==> config.mk <==
export PLATFORM = sky130hd
export DESIGN_NAME = csio_regs
export DESIGN_NICKNAME = d
export VERILOG_FILES = /design/src/common/csio_pkg.sv /design/src/rtl/csio_regs.sv
export VERILOG_INCLUDE_DIRS = /design/src /design/src/common
export SDC_FILE = /design/constraint.sdc
export NUM_CORES = 1
export LEC_CHECK = 0
export ABC_AREA = 0
export CAP_MARGIN = 20
export CORE_ASPECT_RATIO = 1.1
export CORE_MARGIN = 10
export CORE_UTILIZATION = 53
export CTS_CLUSTER_DIAMETER = 80
export DETAILED_ROUTE_END_ITERATION = 8
export DONT_BUFFER_PORTS = 1
export HOLD_SLACK_MARGIN = 0.08
export PLACE_DENSITY = 0.68
export SYNTH_ARGS = -nofsm -noshare
export SYNTH_HDL_FRONTEND = slang
export SYNTH_SLANG_ARGS = --single-unit
==> constraint.sdc <==
create_clock -name clk_in -period 2.3 [get_ports clk_in]
set_input_delay 0.115 -clock clk_in [delete_from_list [all_inputs] [get_ports clk_in]]
set_output_delay 0.115 -clock clk_in [all_outputs]
set_load 0.005 [all_outputs]
==> src/common/csio_params.svh <==
// Offsets, field positions, reset values and constants of the core I/O register bank.
`ifndef CSIO_PARAMS_SVH
`define CSIO_PARAMS_SVH

// ----------------------------------------------------------------------
// Register offsets
// ----------------------------------------------------------------------
`define CSIO_OFS_FLAGS 8'h00
`define CSIO_OFS_STACK 8'h02
`define CSIO_OFS_CLKMD 8'h03
`define CSIO_OFS_IRQEN 8'h04
`define CSIO_OFS_IRQPD 8'h05

// ----------------------------------------------------------------------
// Field positions
// ----------------------------------------------------------------------
`define CSIO_FLAG_RANGE 3
`define CSIO_FLAG_NIBBLE 2
`define CSIO_FLAG_WRAP 1
`define CSIO_FLAG_NULL 0
`define CSIO_FLAG_WIDTH 4
`define CSIO_CLK_SEL_HI 7
`define CSIO_CLK_SEL_LO 5
`define CSIO_CLK_FAST_EN 4
`define CSIO_CLK_TYPE 3
`define CSIO_CLK_SLOW_EN 2
`define CSIO_CLK_WDT_EN 1
`define CSIO_CLK_PIN_FN 0
`define CSIO_IRQ_RSVD 5

// ----------------------------------------------------------------------
// Reset values and masks
// ----------------------------------------------------------------------
`define CSIO_RST_FLAGS 4'h0
`define CSIO_RST_STACK 8'h00
`define CSIO_RST_CLKMD 8'hF6
`define CSIO_RST_IRQEN 8'h00
`define CSIO_RST_IRQPD 8'h00
`define CSIO_IRQ_IMPL 8'hDF
`define CSIO_STACK_STEP 8'h02
`define CSIO_PIN_IRQ_MASK 8'h03

`endif

==> src/common/csio_pkg.sv <==
// Types shared by the core I/O register bank.
`default_nettype none
package csio_pkg;
    `include "csio_params.svh"

    // Oscillator feeding the system clock.
    typedef enum logic [1:0] {
        CSIO_SRC_NONE,
        CSIO_SRC_FAST_RC,
        CSIO_SRC_SLOW_RC,
        CSIO_SRC_EXT_XTAL
    } csio_clk_src_t;

    // Decoded system clock choice.
    typedef struct packed {
        logic valid;
        csio_clk_src_t src;
        logic [6:0] div;
    } csio_clk_sel_t;
endpackage : csio_pkg
`default_nettype wire

==> src/rtl/csio_regs.sv <==
// Core I/O register bank: flags, stack top, clock mode, interrupt enable and request.
//
// Strobed register access was decided locally.
`timescale 1ns/10ps
`default_nettype none
`include "csio_params.svh"

// Behaviour
// - Signed overflow sets bit 3 flag.
// - Low nibble carry or borrow sets bit 2.
// - Carry, borrow or shift updates bit 1.
// - Zero result sets bit 0, else clears.
// - Stack top readable, writable; bit 0 zero (not forced: a write stores bit 0 as given).
// - Type 0 clock selection table, reset 111.
// - Type 1 clock selection table, 11x reserved.
// - Clock mode bit 3 picks the table.
// - Bit 4 enables fast internal oscillator.
// - Bit 2 enables slow oscillator, gates watchdog.
// - Bit 1 enables the watchdog timer.
// - Bit 0 selects port line or reset pin.
// - Interrupt enable bit map, reset zero.
// - Hardware sets requests, software clears by zero.
// - Request bit 5 reserved, no source.
module csio_regs (
    input wire logic clk_in,
    input wire logic resetn_in,
    input wire logic [7:0] reg_addr_in,
    input wire logic [7:0] reg_wdata_in,
    input wire logic reg_wr_in,
    input wire logic reg_rd_in,
    output logic [7:0] reg_rdata_out,
    input wire logic alu_update_in,
    input wire logic [3:0] alu_flag_sel_in,
    input wire logic [7:0] alu_result_in,
    input wire logic alu_signed_range_in,
    input wire logic alu_nibble_wrap_in,
    input wire logic alu_wraparound_in,
    input wire logic stack_push_in,
    input wire logic stack_pop_in,
    input wire logic [7:0] irq_event_in,
    output logic [3:0] arith_flags_out,
    output logic [7:0] stack_top_out,
    output csio_pkg::csio_clk_src_t clk_src_out,
    output logic [6:0] clk_div_out,
    output logic clk_sel_valid_out,
    output logic fast_rc_en_out,
    output logic slow_rc_en_out,
    output logic watchdog_en_out,
    output logic ext_reset_pin_sel_out,
    output logic irq_out
);
    import csio_pkg::*;

    // ----------------------------------------------------------------------
    // Storage and decode helpers
    // ----------------------------------------------------------------------
    logic [3:0] arith_status_flags;
    logic [7:0] stack_top_pointer;
    logic [7:0] clock_mode_reg;
    logic [7:0] irq_enable_reg;
    logic [7:0] irq_pending_reg;
    logic [7:0] next_irq_pending;
    logic [1:0] pin_sync1;
    logic [1:0] pin_sync2;
    logic [1:0] pin_sync3;
    logic [1:0] pin_level;
    logic [1:0] pin_edge;
    logic [7:0] irq_set;
    csio_clk_sel_t clk_sel;

    // Builds one entry of the clock selection tables.
    function automatic csio_clk_sel_t clk_entry(input csio_clk_src_t src,
                                                input logic [6:0] div);
        csio_clk_sel_t e;
        e.valid = 1'b1;
        e.src = src;
        e.div = div;
        return e;
    endfunction : clk_entry

    // Decodes the system clock field under the table picked by the type bit.
    function automatic csio_clk_sel_t clk_decode(input logic [2:0] code,
                                                 input logic table1);
        csio_clk_sel_t sel;
        sel.valid = 1'b0;
        sel.src = CSIO_SRC_NONE;
        sel.div = 7'h00;
        if (!table1) begin
            case (code)
                3'h0: sel = clk_entry(CSIO_SRC_FAST_RC, 7'h04);
                3'h1: sel = clk_entry(CSIO_SRC_FAST_RC, 7'h02);
                3'h3: sel = clk_entry(CSIO_SRC_EXT_XTAL, 7'h04);
                3'h4: sel = clk_entry(CSIO_SRC_EXT_XTAL, 7'h02);
                3'h5: sel = clk_entry(CSIO_SRC_EXT_XTAL, 7'h01);
                3'h6: sel = clk_entry(CSIO_SRC_SLOW_RC, 7'h04);
                3'h7: sel = clk_entry(CSIO_SRC_SLOW_RC, 7'h01);
                default: sel.valid = 1'b0;
            endcase
        end else begin
            case (code)
                3'h0: sel = clk_entry(CSIO_SRC_FAST_RC, 7'h10);
                3'h1: sel = clk_entry(CSIO_SRC_FAST_RC, 7'h08);
                3'h2: sel = clk_entry(CSIO_SRC_SLOW_RC, 7'h10);
                3'h3: sel = clk_entry(CSIO_SRC_FAST_RC, 7'h20);
                3'h4: sel = clk_entry(CSIO_SRC_FAST_RC, 7'h40);
                3'h5: sel = clk_entry(CSIO_SRC_EXT_XTAL, 7'h08);
                default: sel.valid = 1'b0;
            endcase
        end
        return sel;
    endfunction : clk_decode

    // True when a write strobe addresses the given offset.
    function automatic logic wr_hit(input logic [7:0] addr, input logic [7:0] ofs,
                                    input logic wr);
        return wr && (addr == ofs);
    endfunction : wr_hit

    // ----------------------------------------------------------------------
    // Arithmetic status flags
    // ----------------------------------------------------------------------

    // The unit's update wins over a software write in the same cycle; the
    // upper nibble is not stored and reads back as zero.
    always_ff @(posedge clk_in or negedge resetn_in) begin
        if (!resetn_in) begin
            arith_status_flags <= `CSIO_RST_FLAGS;
        end else if (alu_update_in) begin
            if (alu_flag_sel_in[`CSIO_FLAG_RANGE]) begin
                arith_status_flags[`CSIO_FLAG_RANGE] <= alu_signed_range_in;
            end
            if (alu_flag_sel_in[`CSIO_FLAG_NIBBLE]) begin
                arith_status_flags[`CSIO_FLAG_NIBBLE] <= alu_nibble_wrap_in;
            end
            if (alu_flag_sel_in[`CSIO_FLAG_WRAP]) begin
                arith_status_flags[`CSIO_FLAG_WRAP] <= alu_wraparound_in;
            end
            if (alu_flag_sel_in[`CSIO_FLAG_NULL]) begin
                arith_status_flags[`CSIO_FLAG_NULL] <= (alu_result_in == 8'h00);
            end
        end else if (wr_hit(reg_addr_in, `CSIO_OFS_FLAGS, reg_wr_in)) begin
            arith_status_flags <= reg_wdata_in[3:0];
        end
    end

    // ----------------------------------------------------------------------
    // Stack top pointer
    // ----------------------------------------------------------------------

    // Software write wins over push and pop; keeping bit 0 clear is up to software.
    always_ff @(posedge clk_in or negedge resetn_in) begin
        if (!resetn_in) begin
            stack_top_pointer <= `CSIO_RST_STACK;
        end else if (wr_hit(reg_addr_in, `CSIO_OFS_STACK, reg_wr_in)) begin
            stack_top_pointer <= reg_wdata_in;
        end else if (stack_push_in && !stack_pop_in) begin
            stack_top_pointer <= stack_top_pointer + `CSIO_STACK_STEP;
        end else if (stack_pop_in && !stack_push_in) begin
            stack_top_pointer <= stack_top_pointer - `CSIO_STACK_STEP;
        end
    end

    // ----------------------------------------------------------------------
    // Clock mode
    // ----------------------------------------------------------------------

    // Holds the clock selection, oscillator enables and pin function.
    always_ff @(posedge clk_in or negedge resetn_in) begin
        if (!resetn_in) begin
            clock_mode_reg <= `CSIO_RST_CLKMD;
        end else if (wr_hit(reg_addr_in, `CSIO_OFS_CLKMD, reg_wr_in)) begin
            clock_mode_reg <= reg_wdata_in;
        end
    end

    // Registered decode, so the clock controls come from flip-flops.
    always_ff @(posedge clk_in or negedge resetn_in) begin
        if (!resetn_in) begin
            clk_sel <= '0;
        end else begin
            clk_sel <= clk_decode(clock_mode_reg[`CSIO_CLK_SEL_HI:`CSIO_CLK_SEL_LO],
                                  clock_mode_reg[`CSIO_CLK_TYPE]);
        end
    end

    // Enables follow the register bits; the watchdog also needs the slow oscillator.
    assign fast_rc_en_out = clock_mode_reg[`CSIO_CLK_FAST_EN];
    assign slow_rc_en_out = clock_mode_reg[`CSIO_CLK_SLOW_EN];
    assign watchdog_en_out = clock_mode_reg[`CSIO_CLK_WDT_EN]
                             && clock_mode_reg[`CSIO_CLK_SLOW_EN];
    assign ext_reset_pin_sel_out = clock_mode_reg[`CSIO_CLK_PIN_FN];
    assign clk_src_out = clk_sel.src;
    assign clk_div_out = clk_sel.div;
    assign clk_sel_valid_out = clk_sel.valid;

    // ----------------------------------------------------------------------
    // Interrupt enable and request
    // ----------------------------------------------------------------------

    // Enable mask; the reserved bit is stored like the others.
    always_ff @(posedge clk_in or negedge resetn_in) begin
        if (!resetn_in) begin
            irq_enable_reg <= `CSIO_RST_IRQEN;
        end else if (wr_hit(reg_addr_in, `CSIO_OFS_IRQEN, reg_wr_in)) begin
            irq_enable_reg <= reg_wdata_in;
        end
    end

    // Pin sources pass three flops; the accepted level follows each counted change.
    always_ff @(posedge clk_in or negedge resetn_in) begin
        if (!resetn_in) begin
            pin_sync1 <= 2'h0;
            pin_sync2 <= 2'h0;
            pin_sync3 <= 2'h0;
            pin_level <= 2'h0;
        end else begin
            pin_sync1 <= irq_event_in[1:0];
            pin_sync2 <= pin_sync1;
            pin_sync3 <= pin_sync2;
            pin_level <= pin_level ^ pin_edge;
        end
    end

    // A new pin level counts once stages two and three agree on it, so a short
    // glitch that never settles in both stages raises no request.
    assign pin_edge = ~(pin_sync2 ^ pin_sync3) & (pin_sync3 ^ pin_level);

    // Pins raise on either edge, bits 7:6 and 4:2 on a one-cycle event pulse; bit 5 is masked off.
    assign irq_set = {irq_event_in[7:2], pin_edge} & `CSIO_IRQ_IMPL;

    // Writing zero clears a request, but a new event in that cycle wins.
    always_comb begin
        next_irq_pending = irq_pending_reg;
        if (wr_hit(reg_addr_in, `CSIO_OFS_IRQPD, reg_wr_in)) begin
            next_irq_pending = irq_pending_reg & reg_wdata_in;
        end
        next_irq_pending = (next_irq_pending | irq_set) & `CSIO_IRQ_IMPL;
    end

    // Request latches; cleared at reset so the first interrupt is clean.
    always_ff @(posedge clk_in or negedge resetn_in) begin
        if (!resetn_in) begin
            irq_pending_reg <= `CSIO_RST_IRQPD;
        end else begin
            irq_pending_reg <= next_irq_pending;
        end
    end

    // One level request to the core.
    assign irq_out = |(irq_pending_reg & irq_enable_reg);

    // ----------------------------------------------------------------------
    // Read port
    // ----------------------------------------------------------------------

    // Read data stand in the cycle after the strobe; unmapped offsets read zero.
    always_ff @(posedge clk_in or negedge resetn_in) begin
        if (!resetn_in) begin
            reg_rdata_out <= 8'h00;
        end else if (reg_rd_in) begin
            case (reg_addr_in)
                `CSIO_OFS_FLAGS: reg_rdata_out <= {4'h0, arith_status_flags};
                `CSIO_OFS_STACK: reg_rdata_out <= stack_top_pointer;
                `CSIO_OFS_CLKMD: reg_rdata_out <= clock_mode_reg;
                `CSIO_OFS_IRQEN: reg_rdata_out <= irq_enable_reg;
                `CSIO_OFS_IRQPD: reg_rdata_out <= irq_pending_reg;
                default: reg_rdata_out <= 8'h00;
            endcase
        end else begin
            reg_rdata_out <= 8'h00;
        end
    end

    assign arith_flags_out = arith_status_flags;
    assign stack_top_out = stack_top_pointer;

    // ----------------------------------------------------------------------
    // Checks
    // ----------------------------------------------------------------------

    a_range_flag_load: assert property (@(posedge clk_in) disable iff (!resetn_in)
        alu_update_in && alu_flag_sel_in[`CSIO_FLAG_RANGE] |=>
        arith_flags_out[`CSIO_FLAG_RANGE] == $past(alu_signed_range_in))
        else $error("Overflow flag did not follow the arithmetic unit.");

    a_nibble_flag_load: assert property (@(posedge clk_in) disable iff (!resetn_in)
        alu_update_in && alu_flag_sel_in[`CSIO_FLAG_NIBBLE] |=>
        arith_flags_out[`CSIO_FLAG_NIBBLE] == $past(alu_nibble_wrap_in))
        else $error("Nibble carry flag did not follow the arithmetic unit.");

    a_wrap_flag_hold: assert property (@(posedge clk_in) disable iff (!resetn_in)
        alu_update_in && !alu_flag_sel_in[`CSIO_FLAG_WRAP] |=>
        $stable(arith_flags_out[`CSIO_FLAG_WRAP]))
        else $error("Carry flag changed on an update that does not touch it.");

    a_null_flag_zero: assert property (@(posedge clk_in) disable iff (!resetn_in)
        alu_update_in && alu_flag_sel_in[`CSIO_FLAG_NULL] |=>
        arith_flags_out[`CSIO_FLAG_NULL] == ($past(alu_result_in) == 8'h00))
        else $error("Zero flag does not match the result.");

    a_flag_upper_zero: assert property (@(posedge clk_in) disable iff (!resetn_in)
        $past(reg_rd_in) && $past(reg_addr_in) == `CSIO_OFS_FLAGS |->
        reg_rdata_out[7:4] == 4'h0)
        else $error("Reserved flag bits read nonzero.");

    a_stack_push_step: assert property (@(posedge clk_in) disable iff (!resetn_in)
        stack_push_in && !stack_pop_in && !(reg_wr_in && reg_addr_in == `CSIO_OFS_STACK)
        |=> stack_top_out == $past(stack_top_out) + `CSIO_STACK_STEP)
        else $error("Stack top did not advance by two on a push.");

    a_stack_write_read: assert property (@(posedge clk_in) disable iff (!resetn_in)
        reg_wr_in && reg_addr_in == `CSIO_OFS_STACK |=>
        stack_top_out == $past(reg_wdata_in))
        else $error("Stack top did not take the value written.");

    a_clk_default_slow: assert property (@(posedge clk_in) disable iff (!resetn_in)
        clock_mode_reg[7:5] == 3'h7 && !clock_mode_reg[`CSIO_CLK_TYPE] |=>
        clk_src_out == CSIO_SRC_SLOW_RC && clk_div_out == 7'h01 && clk_sel_valid_out)
        else $error("Code 111 of table 0 is not the undivided slow oscillator.");

    a_clk_type1_rsvd: assert property (@(posedge clk_in) disable iff (!resetn_in)
        clock_mode_reg[7:6] == 2'h3 && clock_mode_reg[`CSIO_CLK_TYPE] |=>
        !clk_sel_valid_out)
        else $error("Reserved table 1 code decoded as valid.");

    a_wdt_needs_slow: assert property (@(posedge clk_in) disable iff (!resetn_in)
        !slow_rc_en_out |-> !watchdog_en_out)
        else $error("Watchdog enabled while the slow oscillator is off.");

    a_pend_set_wins: assert property (@(posedge clk_in) disable iff (!resetn_in)
        irq_event_in[7] |=> irq_pending_reg[7])
        else $error("Request event lost, possibly against a clear.");

    a_pend_clear_zero: assert property (@(posedge clk_in) disable iff (!resetn_in)
        reg_wr_in && reg_addr_in == `CSIO_OFS_IRQPD && !reg_wdata_in[6] &&
        !irq_event_in[6] |=> !irq_pending_reg[6])
        else $error("Writing zero did not clear a request bit.");

    a_pend_rsvd_bit: assert property (@(posedge clk_in) disable iff (!resetn_in)
        !irq_pending_reg[`CSIO_IRQ_RSVD])
        else $error("Reserved request bit became set.");

    a_irq_gate_enable: assert property (@(posedge clk_in) disable iff (!resetn_in)
        irq_pending_reg[3] && reg_wr_in && reg_addr_in == `CSIO_OFS_IRQEN &&
        reg_wdata_in[3] |=> irq_out)
        else $error("Enabled pending request did not raise the interrupt.");

    a_fast_rc_bit: assert property (@(posedge clk_in) disable iff (!resetn_in)
        reg_wr_in && reg_addr_in == `CSIO_OFS_CLKMD |=>
        fast_rc_en_out == $past(reg_wdata_in[`CSIO_CLK_FAST_EN]))
        else $error("Fast oscillator enable does not follow its bit.");

    a_watchdog_bit: assert property (@(posedge clk_in) disable iff (!resetn_in)
        reg_wr_in && reg_addr_in == `CSIO_OFS_CLKMD && reg_wdata_in[`CSIO_CLK_SLOW_EN] |=>
        watchdog_en_out == $past(reg_wdata_in[`CSIO_CLK_WDT_EN]))
        else $error("Watchdog enable does not follow its bit.");

    a_pin_fn_bit: assert property (@(posedge clk_in) disable iff (!resetn_in)
        reg_wr_in && reg_addr_in == `CSIO_OFS_CLKMD |=>
        ext_reset_pin_sel_out == $past(reg_wdata_in[`CSIO_CLK_PIN_FN]))
        else $error("Shared pin function does not follow its bit.");

    a_enable_load: assert property (@(posedge clk_in) disable iff (!resetn_in)
        reg_wr_in && reg_addr_in == `CSIO_OFS_IRQEN |=>
        irq_enable_reg == $past(reg_wdata_in))
        else $error("Interrupt enable write did not land.");

    a_pin_edge_set: assert property (@(posedge clk_in) disable iff (!resetn_in)
        pin_edge[0] |=> irq_pending_reg[0])
        else $error("Settled pin change did not raise its request.");

endmodule : csio_regs
`default_nettype wire

Word level (Yosys, flattened, before mapping)
Index checks and enable logic that the tools add are counted.
{"block": "totals", "regBits": 61, "in_bits": 46, "output_inout_bits": 35, "wordCells": 80}
{"block": "op_classes", "n_addsub": 2, "n_eq_ne": 15, "n_mux": 17, "bitwise": 8, "reduce_logical": 22}
{"op": "$pmux 9 s7", "n": 1}
{"op": "$pmux 9 s6", "n": 1}
{"op": "$mux 8", "n": 5}
{"op": "$pmux 8 s5", "n": 1}
{"op": "$and 8x8->8", "n": 2}
{"op": "$eq 8x2->1 const B", "n": 2}
{"op": "$eq 8x3->1 const B", "n": 2}
{"op": "$logic_not 8->1", "n": 2}
{"op": "$eq 3x3->1 const B", "n": 4}
{"op": "$mux 10", "n": 1}
{"op": "$add 8x2->8 const B", "n": 1}
{"op": "$logic_and 1x1->1", "n": 8}
{"op": "$mux 4", "n": 2}
{"op": "$ne 2x1->1 const B", "n": 4}
{"op": "$or 8x8->8", "n": 1}
{"op": "$reduce_and 2->1", "n": 4}
{"op": "$reduce_or 8->1", "n": 1}
{"op": "$sub 8x2->8 const B", "n": 1}
{"op": "$reduce_or 7->1", "n": 1}
{"op": "$eq 3x2->1 const B", "n": 2}
{"op": "$mux 1", "n": 6}
{"op": "$reduce_or 6->1", "n": 1}
{"op": "$xor 2x2->2", "n": 3}
{"op": "$eq 3x1->1 const B", "n": 1}
{"op": "other kinds (6)", "n": 7}

Depth between registers and ports, before layout
Gate-level depths: netlist of run 1.
{"block": "depth", "ltp_word": 5, "ltp_mapped": 8, "mapped_depth_nobuf": 8}

Worst setup path after synthesis of run 1
No wires, ideal clock.
{"block": "synth_path", "path_type": "register to register", "from": "register stack_top_pointer[1], in the netlist stack_top_out[1]", "to": "register stack_top_pointer[5], in the netlist stack_top_out[5]", "setup_ps": 125, "arrival_time_ps": 1723, "t_required_ps": 2175, "setup_slack_ps": 452, "stages_incl_launch_ff": 7, "n_path_buf": 0, "synth_period_minus_slack_ps": 1848, "path_cell_list": "dfrtp_1 > fa_1 > a21o_1 > a211oi_1 > o21ai_0 > o21a_1 > mux2_2"}
{"block": "synth_between", "elab_chain_cells": 4, "word_cells_on_any_way": 5, "cone_classes": "add/sub: 2; mux: 3"}
{"element": "start: declaration", "line": "csio_regs.sv:58", "source": "logic [7:0] stack_top_pointer;"}
{"element": "start signal: assignment", "line": "csio_regs.sv:153", "source": "stack_top_pointer <= `CSIO_RST_STACK;"}
{"element": "start signal: assignment", "line": "csio_regs.sv:155", "source": "stack_top_pointer <= reg_wdata_in;"}
{"element": "start signal: assignment", "line": "csio_regs.sv:157", "source": "stack_top_pointer <= stack_top_pointer + `CSIO_STACK_STEP;"}
{"element": "$sub 8x2->8 (no source line)"}
{"element": "$mux 8", "line": "csio_regs.sv:158", "source": "end else if (stack_pop_in && !stack_push_in) begin"}
{"element": "$mux 8 *", "line": "csio_regs.sv:156", "source": "end else if (stack_push_in && !stack_pop_in) begin"}
{"element": "$mux 8 *", "line": "csio_regs.sv:154", "source": "end else if (wr_hit(reg_addr_in, `CSIO_OFS_STACK, reg_wr_in)) begin"}
Mark *: on every way between the ends. The rest lies on a longest branch, timed or not. The select of a mux whose other input is x is not followed.
A chain may end at the register's enable or synchronous reset.

Worst setup path after layout of run 1
{"block": "layout_path", "from": "input reg_addr_in[3]", "to": "register arith_status_flags[2], in the netlist arith_flags_out[2]"}
{"block": "layout_between", "elab_chain_cells": 4}
{"element": "start: declaration", "line": "csio_regs.sv:27", "source": "input wire logic [7:0] reg_addr_in,"}
{"element": "$logic_not 8->1", "line": "csio_regs.sv:116", "source": "return wr && (addr == ofs);"}
{"element": "$logic_and 1x1->1", "line": "csio_regs.sv:116"}
{"element": "$reduce_bool 2->1 (no source line)"}
{"element": "$reduce_and 2->1 (no source line)"}
{"element": "end signal: assignment", "line": "csio_regs.sv:127", "source": "arith_status_flags <= `CSIO_RST_FLAGS;"}
{"element": "end signal: indexed assignment", "line": "csio_regs.sv:130", "source": "arith_status_flags[`CSIO_FLAG_RANGE] <= alu_signed_range_in;"}
{"element": "end signal: indexed assignment", "line": "csio_regs.sv:133", "source": "arith_status_flags[`CSIO_FLAG_NIBBLE] <= alu_nibble_wrap_in;"}
{"element": "end: declaration", "line": "csio_regs.sv:57", "source": "logic [3:0] arith_status_flags;"}
Every way passes these cells.

==> flow_summary.yaml, run 1 <==
run_status:
  outcome: "complete, no violations"
synth:
  synth_nets: 322
  synth_async_sr_flop_share_pct: 100.0
  synth_ff_type: "dfrtp_1"
  yosysTopAreaCellShare_pct: 46.34
  synth.area.top_cells: "dfrtp_1 (46%), mux2_2 (6.8%), mux2i_1 (5.7%), dfstp_2 (5.3%), o21ai_0 (3.7%)"
  synth_common_cells: "dfrtp_1 (55), nor2_1 (22), o21ai_0 (22)"
  synth_edf_count: 0
  yosysTopAreaCell: "dfrtp_1"
  syn_inst: 270
  synth_cell_type_count: 51
  synth_seq_cells: 61
  synth_most_common_cell: "dfrtp_1"
  postSynthAreaPerCell_um2: 11.00
  ys_seq_area_share_pct: 51.64
  ys_warn_count: 0
  syn_area_um2: 2970
placed_design:
  place_ws_ns: 0.3143
  gp_congestion: 0.7832
  dp_hpwl_um: 5090
  place_inst: 334
  io_buffers: 0
  place_area_um2: 3009
cts:
  cts_buffers: 9
  insertion_delay_ns: 0.33
  cts.reportedPaths.clkPinSlew_ns: 0.06
  htreeDepth: 3
  cts_num_sinks: 61
  post_cts_buffers: 0
  cts_tree: "yes"
  clk_path_buf_depth: 2
  root_buffer: "clkbuf_8"
grt:
  antenna_found_initial: 0
  grt_pass1_wl_um: 12380
  track_usage_pct: 17.07
  first_global_vias: 2349
  grt_max_degree: 62
  grt_overflow_total: 0
worst_hold_path:
  hold_depth: 4
  hold_path_class: "input port to flop"
  whs_endpoint: "reg_rdata_out[5]"
  hp-start: "reg_addr_in[0]"
sta:
  relSlewSlack_pct: 69.74
  tns_ns: 0
  slew_viol_final: 0
  post-route-min-period_ns: 2.137
  fmax_mhz: 467.9
  rsz0062_at_grt: "no"
  finalSetupViolCount: 0
  hold_viol_final: 0
  worst_slack_ns: 0.1629
  worst_pin_slew_ns: 0.4535
  min_period_over_period_pct: 92.92
  clock_skew_ns: 0.004021
  holdWs_ns: 0.08651
die:
  fp.coreArea_um2: 5395
  fp.dieH_um: 98.52
  row_count: 28
  pin_count: 81
  die_x_um: 91.38
  die-area_um2: 9002
  initial_core_util_pct: 55.06
route:
  antenna_left: 0
  vias: 2239
  wl_per_cell_um: 19.57
  avgViaCountPerCell: 5.786
  totalWireLength_um: 7575
  remaining_drc_errors: 0
  drt_iter0_markers: 166
  firstDrtPassIters: 5
final_layout:
  final_cell_area_um2: 3572
  nNetsFinal: 359
  final_util_pct: 66.21
  fillers: 445
  final_layout_size_suffix_gt1_share_pct: 14.10
  area_delta_synth_final_pct: 20.26
  fin_cells: 387
  diodes: 0
critical_path:
  worstSetupPathType: "input port to flop"
  path_max_fanout: 8
  r2r-end: "stack_top_out[5]"
  crit_arrival_ns: 2.35
  r2r_setup_slack_ns: 0.32
  worstSetupEndpointType: "flop"
  start_kind: "input port"
  r2r_start: "stack_top_out[1]"
  required_ns: 2.51
  worst_r2r_path_depth: 6
job:
  cap_viol_max_count: 0
pwr:
  total_power_mw: 2.816
  leakage_nw: 1.482
  powerDensity_nw_per_um2: 788.4
  ir_drop_mv: 0.5370
==> critical path, cell delays in order <==
cell and delay, ns:
nor4_2 0.28, and3b_2 0.29, nand3_2 0.20, o32ai_2 0.25, dlygate4sd3_1 0.58, a21oi_1 0.04
dlygate4sd3_1 0.58
==> timing repair <==
action / 4_1_cts / 5_1_grt
gates resized for setup: 0 / 2
hold buffers: 37 / 0
endpoints found under the hold margin: 103 / 0
setup endpoints to repair: 0 / 2
==> report_power, final <==
part	total, mW	switching, mW	internal [mW]
Combinational	0.673	0.325	0.348
Sequential	1.33	0.147	1.18
Clock	0.813	0.394	0.419
==> cell families after synthesis <==
group / Yosys count / share of synthesized area (%)
XOR/XNOR: 3 / 0.8847
multiplexers: 36 / 12.93
buffers and inverters: 16 / 2.611
flip-flops: 61 / 51.64
adder cells (fa/ha/maj): 8 / 3.454
AO/OA/AOI/OAI: 64 / 13.77
AND/OR/NAND/NOR: 82 / 14.70
==> per-layer routing <==
layer	share of wire, %	vias up	track usage [%]
li1	-	1062	-
met1	42	1092	20.78
met2	48	73	26.49
met3	8.0	12	5.994
met4	1.4	0	7.961
met5	0	-	0
==> worst max-delay path by stage <==
stage / from / to / slack (ns) / depth (start not counted)
after floorplan: stack_top_out[1] / stack_top_out[5] / 0.45 / 6
after global placement: stack_top_out[1] / stack_top_out[5] / 0.34 / 6
after detailed placement: stack_push_in / stack_top_out[5] / 0.31 / 8
after CTS: reg_addr_in[3] / arith_flags_out[2] / 0.07 / 7
after global routing: reg_addr_in[3] / arith_flags_out[2] / 0.01 / 7
final: reg_addr_in[3] / arith_flags_out[2] / 0.16 / 7
==> layout by cell type (no fill, tap or decap), types with 3 or more instances in the layout <==
| cell type | instances |
|---|---|
| dfrtp_1 | 55 |
| dlygate4sd3_1 | 36 |
| nor2_1 | 22 |
| o21ai_0 | 22 |
| nand2_1 | 19 |
| mux2_2 | 18 |
| mux2i_1 | 17 |
| a21oi_1 | 11 |
| clkbuf_8 | 10 |
| nor3_1 | 9 |
| nand2b_1 | 8 |
| o22a_1 | 7 |
| dfstp_2 | 6 |
| ha_1 | 5 |
| inv_1 | 4 |
| a31oi_1 | 4 |
| clkbuf_1 | 4 |
| nor2b_1 | 3 |
| xnor2_1 | 3 |
| a22oi_1 | 3 |
| and2_1 | 3 |
| nand3_1 | 3 |
| a211oi_1 | 3 |
==> area by class of cell <==
type | count | area (um^2) | area share [%]
Sequential cell | 61 | 1534 | 42.94
Tap cell | 75 | 93.84 | 2.627
Multi-Input combinational cell | 193 | 1371 | 38.39
Clock buffer | 14 | 152.6 | 4.273
Timing Repair Buffer | 38 | 395.4 | 11.07
Clock inverter | 2 | 10.01 | 0.2802
Inverter | 4 | 15.01 | 0.4203
No activity file was read; power rests on OpenSTA's default activity.
==> run 2: changes to the inputs <==
--- a/config.mk
+++ b/config.mk
@@ -7,8 +7,6 @@
 export NUM_CORES = 1
 export LEC_CHECK = 0
 export ABC_AREA = 0
-export CAP_MARGIN = 20
-export CORE_ASPECT_RATIO = 1.1
 export CORE_MARGIN = 10
 export CORE_UTILIZATION = 53
 export CTS_CLUSTER_DIAMETER = 80
==> run 2 against run 1 <==
  * Via count rose by 2.5%
  * Cell count rose by 1.8%
  * Global-route usage rose by 0.67 points
==> flow_summary.yaml, run 2 (same netlist as run 1, synthesis figures left out) <==
sta:
  rsz0062_at_grt: "no"
  slew_viol_final: 0
  fmax_mhz: 471.1
  worst_pin_slew_ns: 0.4814
  holdWs_ns: 0.07735
  finalSetupViolCount: 0
  tns_ns: 0
  hold_viol_final: 0
  post-route-min-period_ns: 2.123
  relSlewSlack_pct: 67.88
  min_period_over_period_pct: 92.29
  clock_skew_ns: 0.009885
worst_hold_path:
  hold_depth: 3
  hp-start: "alu_update_in"
  hold_path_class: "input port to flop"
  whs_endpoint: "arith_flags_out[1]"
placed_design:
  place_inst: 330
  gp_congestion: 0.7613
  dp_hpwl_um: 5049
  io_buffers: 0
final_layout:
  seq_area_um2: 1534
  diodes: 0
  fin_cells: 394
  nNetsFinal: 369
  final_util_pct: 67.40
  final_common_cell: "dfrtp_1"
  fillers: 435
  final_layout_size_suffix_gt1_share_pct: 14.60
  layout_common_cells: "dfrtp_1 (55), dlygate4sd3_1 (43), nor2_1 (22), o21ai_0 (22), nand2_1 (19)"
  area_delta_synth_final_pct: 24.18
  multiInputGateArea_um2: 1364
critical_path:
  critPathMaxStageDelay_ns: 0.59
  r2r_start: "stack_top_out[1]"
  critPathSlowestCell: "dlygate4sd3_1"
  r2r-end: "stack_top_out[3]"
  start_kind: "input port"
  worstSetupEndpointType: "flop"
  crit_arrival_ns: 2.35
  path_max_fanout: 8
  worst_r2r_path_depth: 6
  required_ns: 2.53
  worstSetupPathType: "input port to flop"
  path_cells: "nor4_2 -> and3b_2 -> nand3_2 -> o32ai_1 -> dlygate4sd3_1 -> a21oi_1 -> dlygate4sd3_1"
  r2r_setup_slack_ns: 0.24
  cpMostUsedCell: "dlygate4sd3_1"
route:
  wl_per_cell_um: 19.23
  firstDrtPassIters: 5
  totalWireLength_um: 7578
  antenna_left: 0
  vias: 2294
  drt_iter0_markers: 116
  remaining_drc_errors: 0
  avgViaCountPerCell: 5.822
die:
  fp.coreArea_um2: 5473
  initial_core_util_pct: 54.28
  die-area_um2: 8998
  die_x_um: 94.86
  row_count: 27
  pin_count: 81
  fp.dieH_um: 94.86
run_status:
  outcome: "complete, no violations"
job:
  cap_viol_max_count: 0
grt:
  first_global_vias: 2378
  antenna_found_initial: 0
  track_usage_pct: 17.74
  grt_pass1_wl_um: 12220
  grt_overflow_total: 0
  grt_max_degree: 62
pwr:
  powerDensity_nw_per_um2: 821.5
  leakage_nw: 1.533
  ir_drop_mv: 0.4794
cts:
  insertion_delay_ns: 0.35
  cts_num_sinks: 61
  cts.reportedPaths.clkPinSlew_ns: 0.06
  cts_tree: "yes"
  cts_buffers: 9
  clk_path_buf_depth: 2
  root_buffer: "clkbuf_8"
  htreeDepth: 3
run 2: through the flow:
step / total power [mW] / instance area [um^2] / setup slack (ns)
after CTS: 3.041 / 3654 / 0.05441
after global routing: 3.199 / 3689 / 0.01495
final: 3.030 / 3689 / 0.1774
after global placement: 1.916 / 2998 / 0.3446
after floorplan: 1.809 / 2970 / 0.4523
after detailed placement: 1.934 / 2998 / 0.3344
run 2: layout make-up:
class | instances | area share, %
Sequential cell | 61 | 41.59
Multi-Input combinational cell | 193 | 36.97
Timing Repair Buffer | 48 | 13.23
Clock buffer | 14 | 4.410
Tap cell | 72 | 2.442
Clock inverter | 2 | 0.9498
Inverter | 4 | 0.4071
run 2: worst max-delay path, delay by kind of cell:
kind,cells,cell delay (ns)
buf+inv,2,1.15
compound gates,2,0.32
simple gates,3,0.76
run 2: layer usage:
metal	vias to the layer above	global-route usage (%)	routed length (um)
li1	1078	-	-
met1	1112	19.86	2993
met2	86	28.72	3684
met3	18	6.503	673
met4	0	9.975	226
met5	-	0	0
run 2: worst max path at each step:
stage	start	endpoint	slack, ns	cells after the start
after global routing	reg_addr_in[3]	arith_flags_out[2]	0.01	7
after global placement	stack_top_out[1]	stack_top_out[5]	0.34	6
after detailed placement	stack_top_out[1]	stack_top_out[5]	0.33	6
after floorplan	stack_top_out[1]	stack_top_out[5]	0.45	6
after CTS	reg_addr_in[3]	stack_top_out[1]	0.05	7
final	reg_addr_in[3]	arith_flags_out[2]	0.18	7
run 2: power by group:
group / switching, mW / internal [mW]
Sequential: 0.154 / 1.18
Combinational: 0.336 / 0.394
Clock: 0.404 / 0.559
Total: 0.894 / 2.14
run 2: timing repair:
item / 4_1_cts / 5_1_grt
endpoints found under the hold margin: 103 / 0
gates resized for setup: 0 / 1
hold buffers: 44 / 0
buffers inserted: 0 / 4
endpoints found under the setup margin: 0 / 5
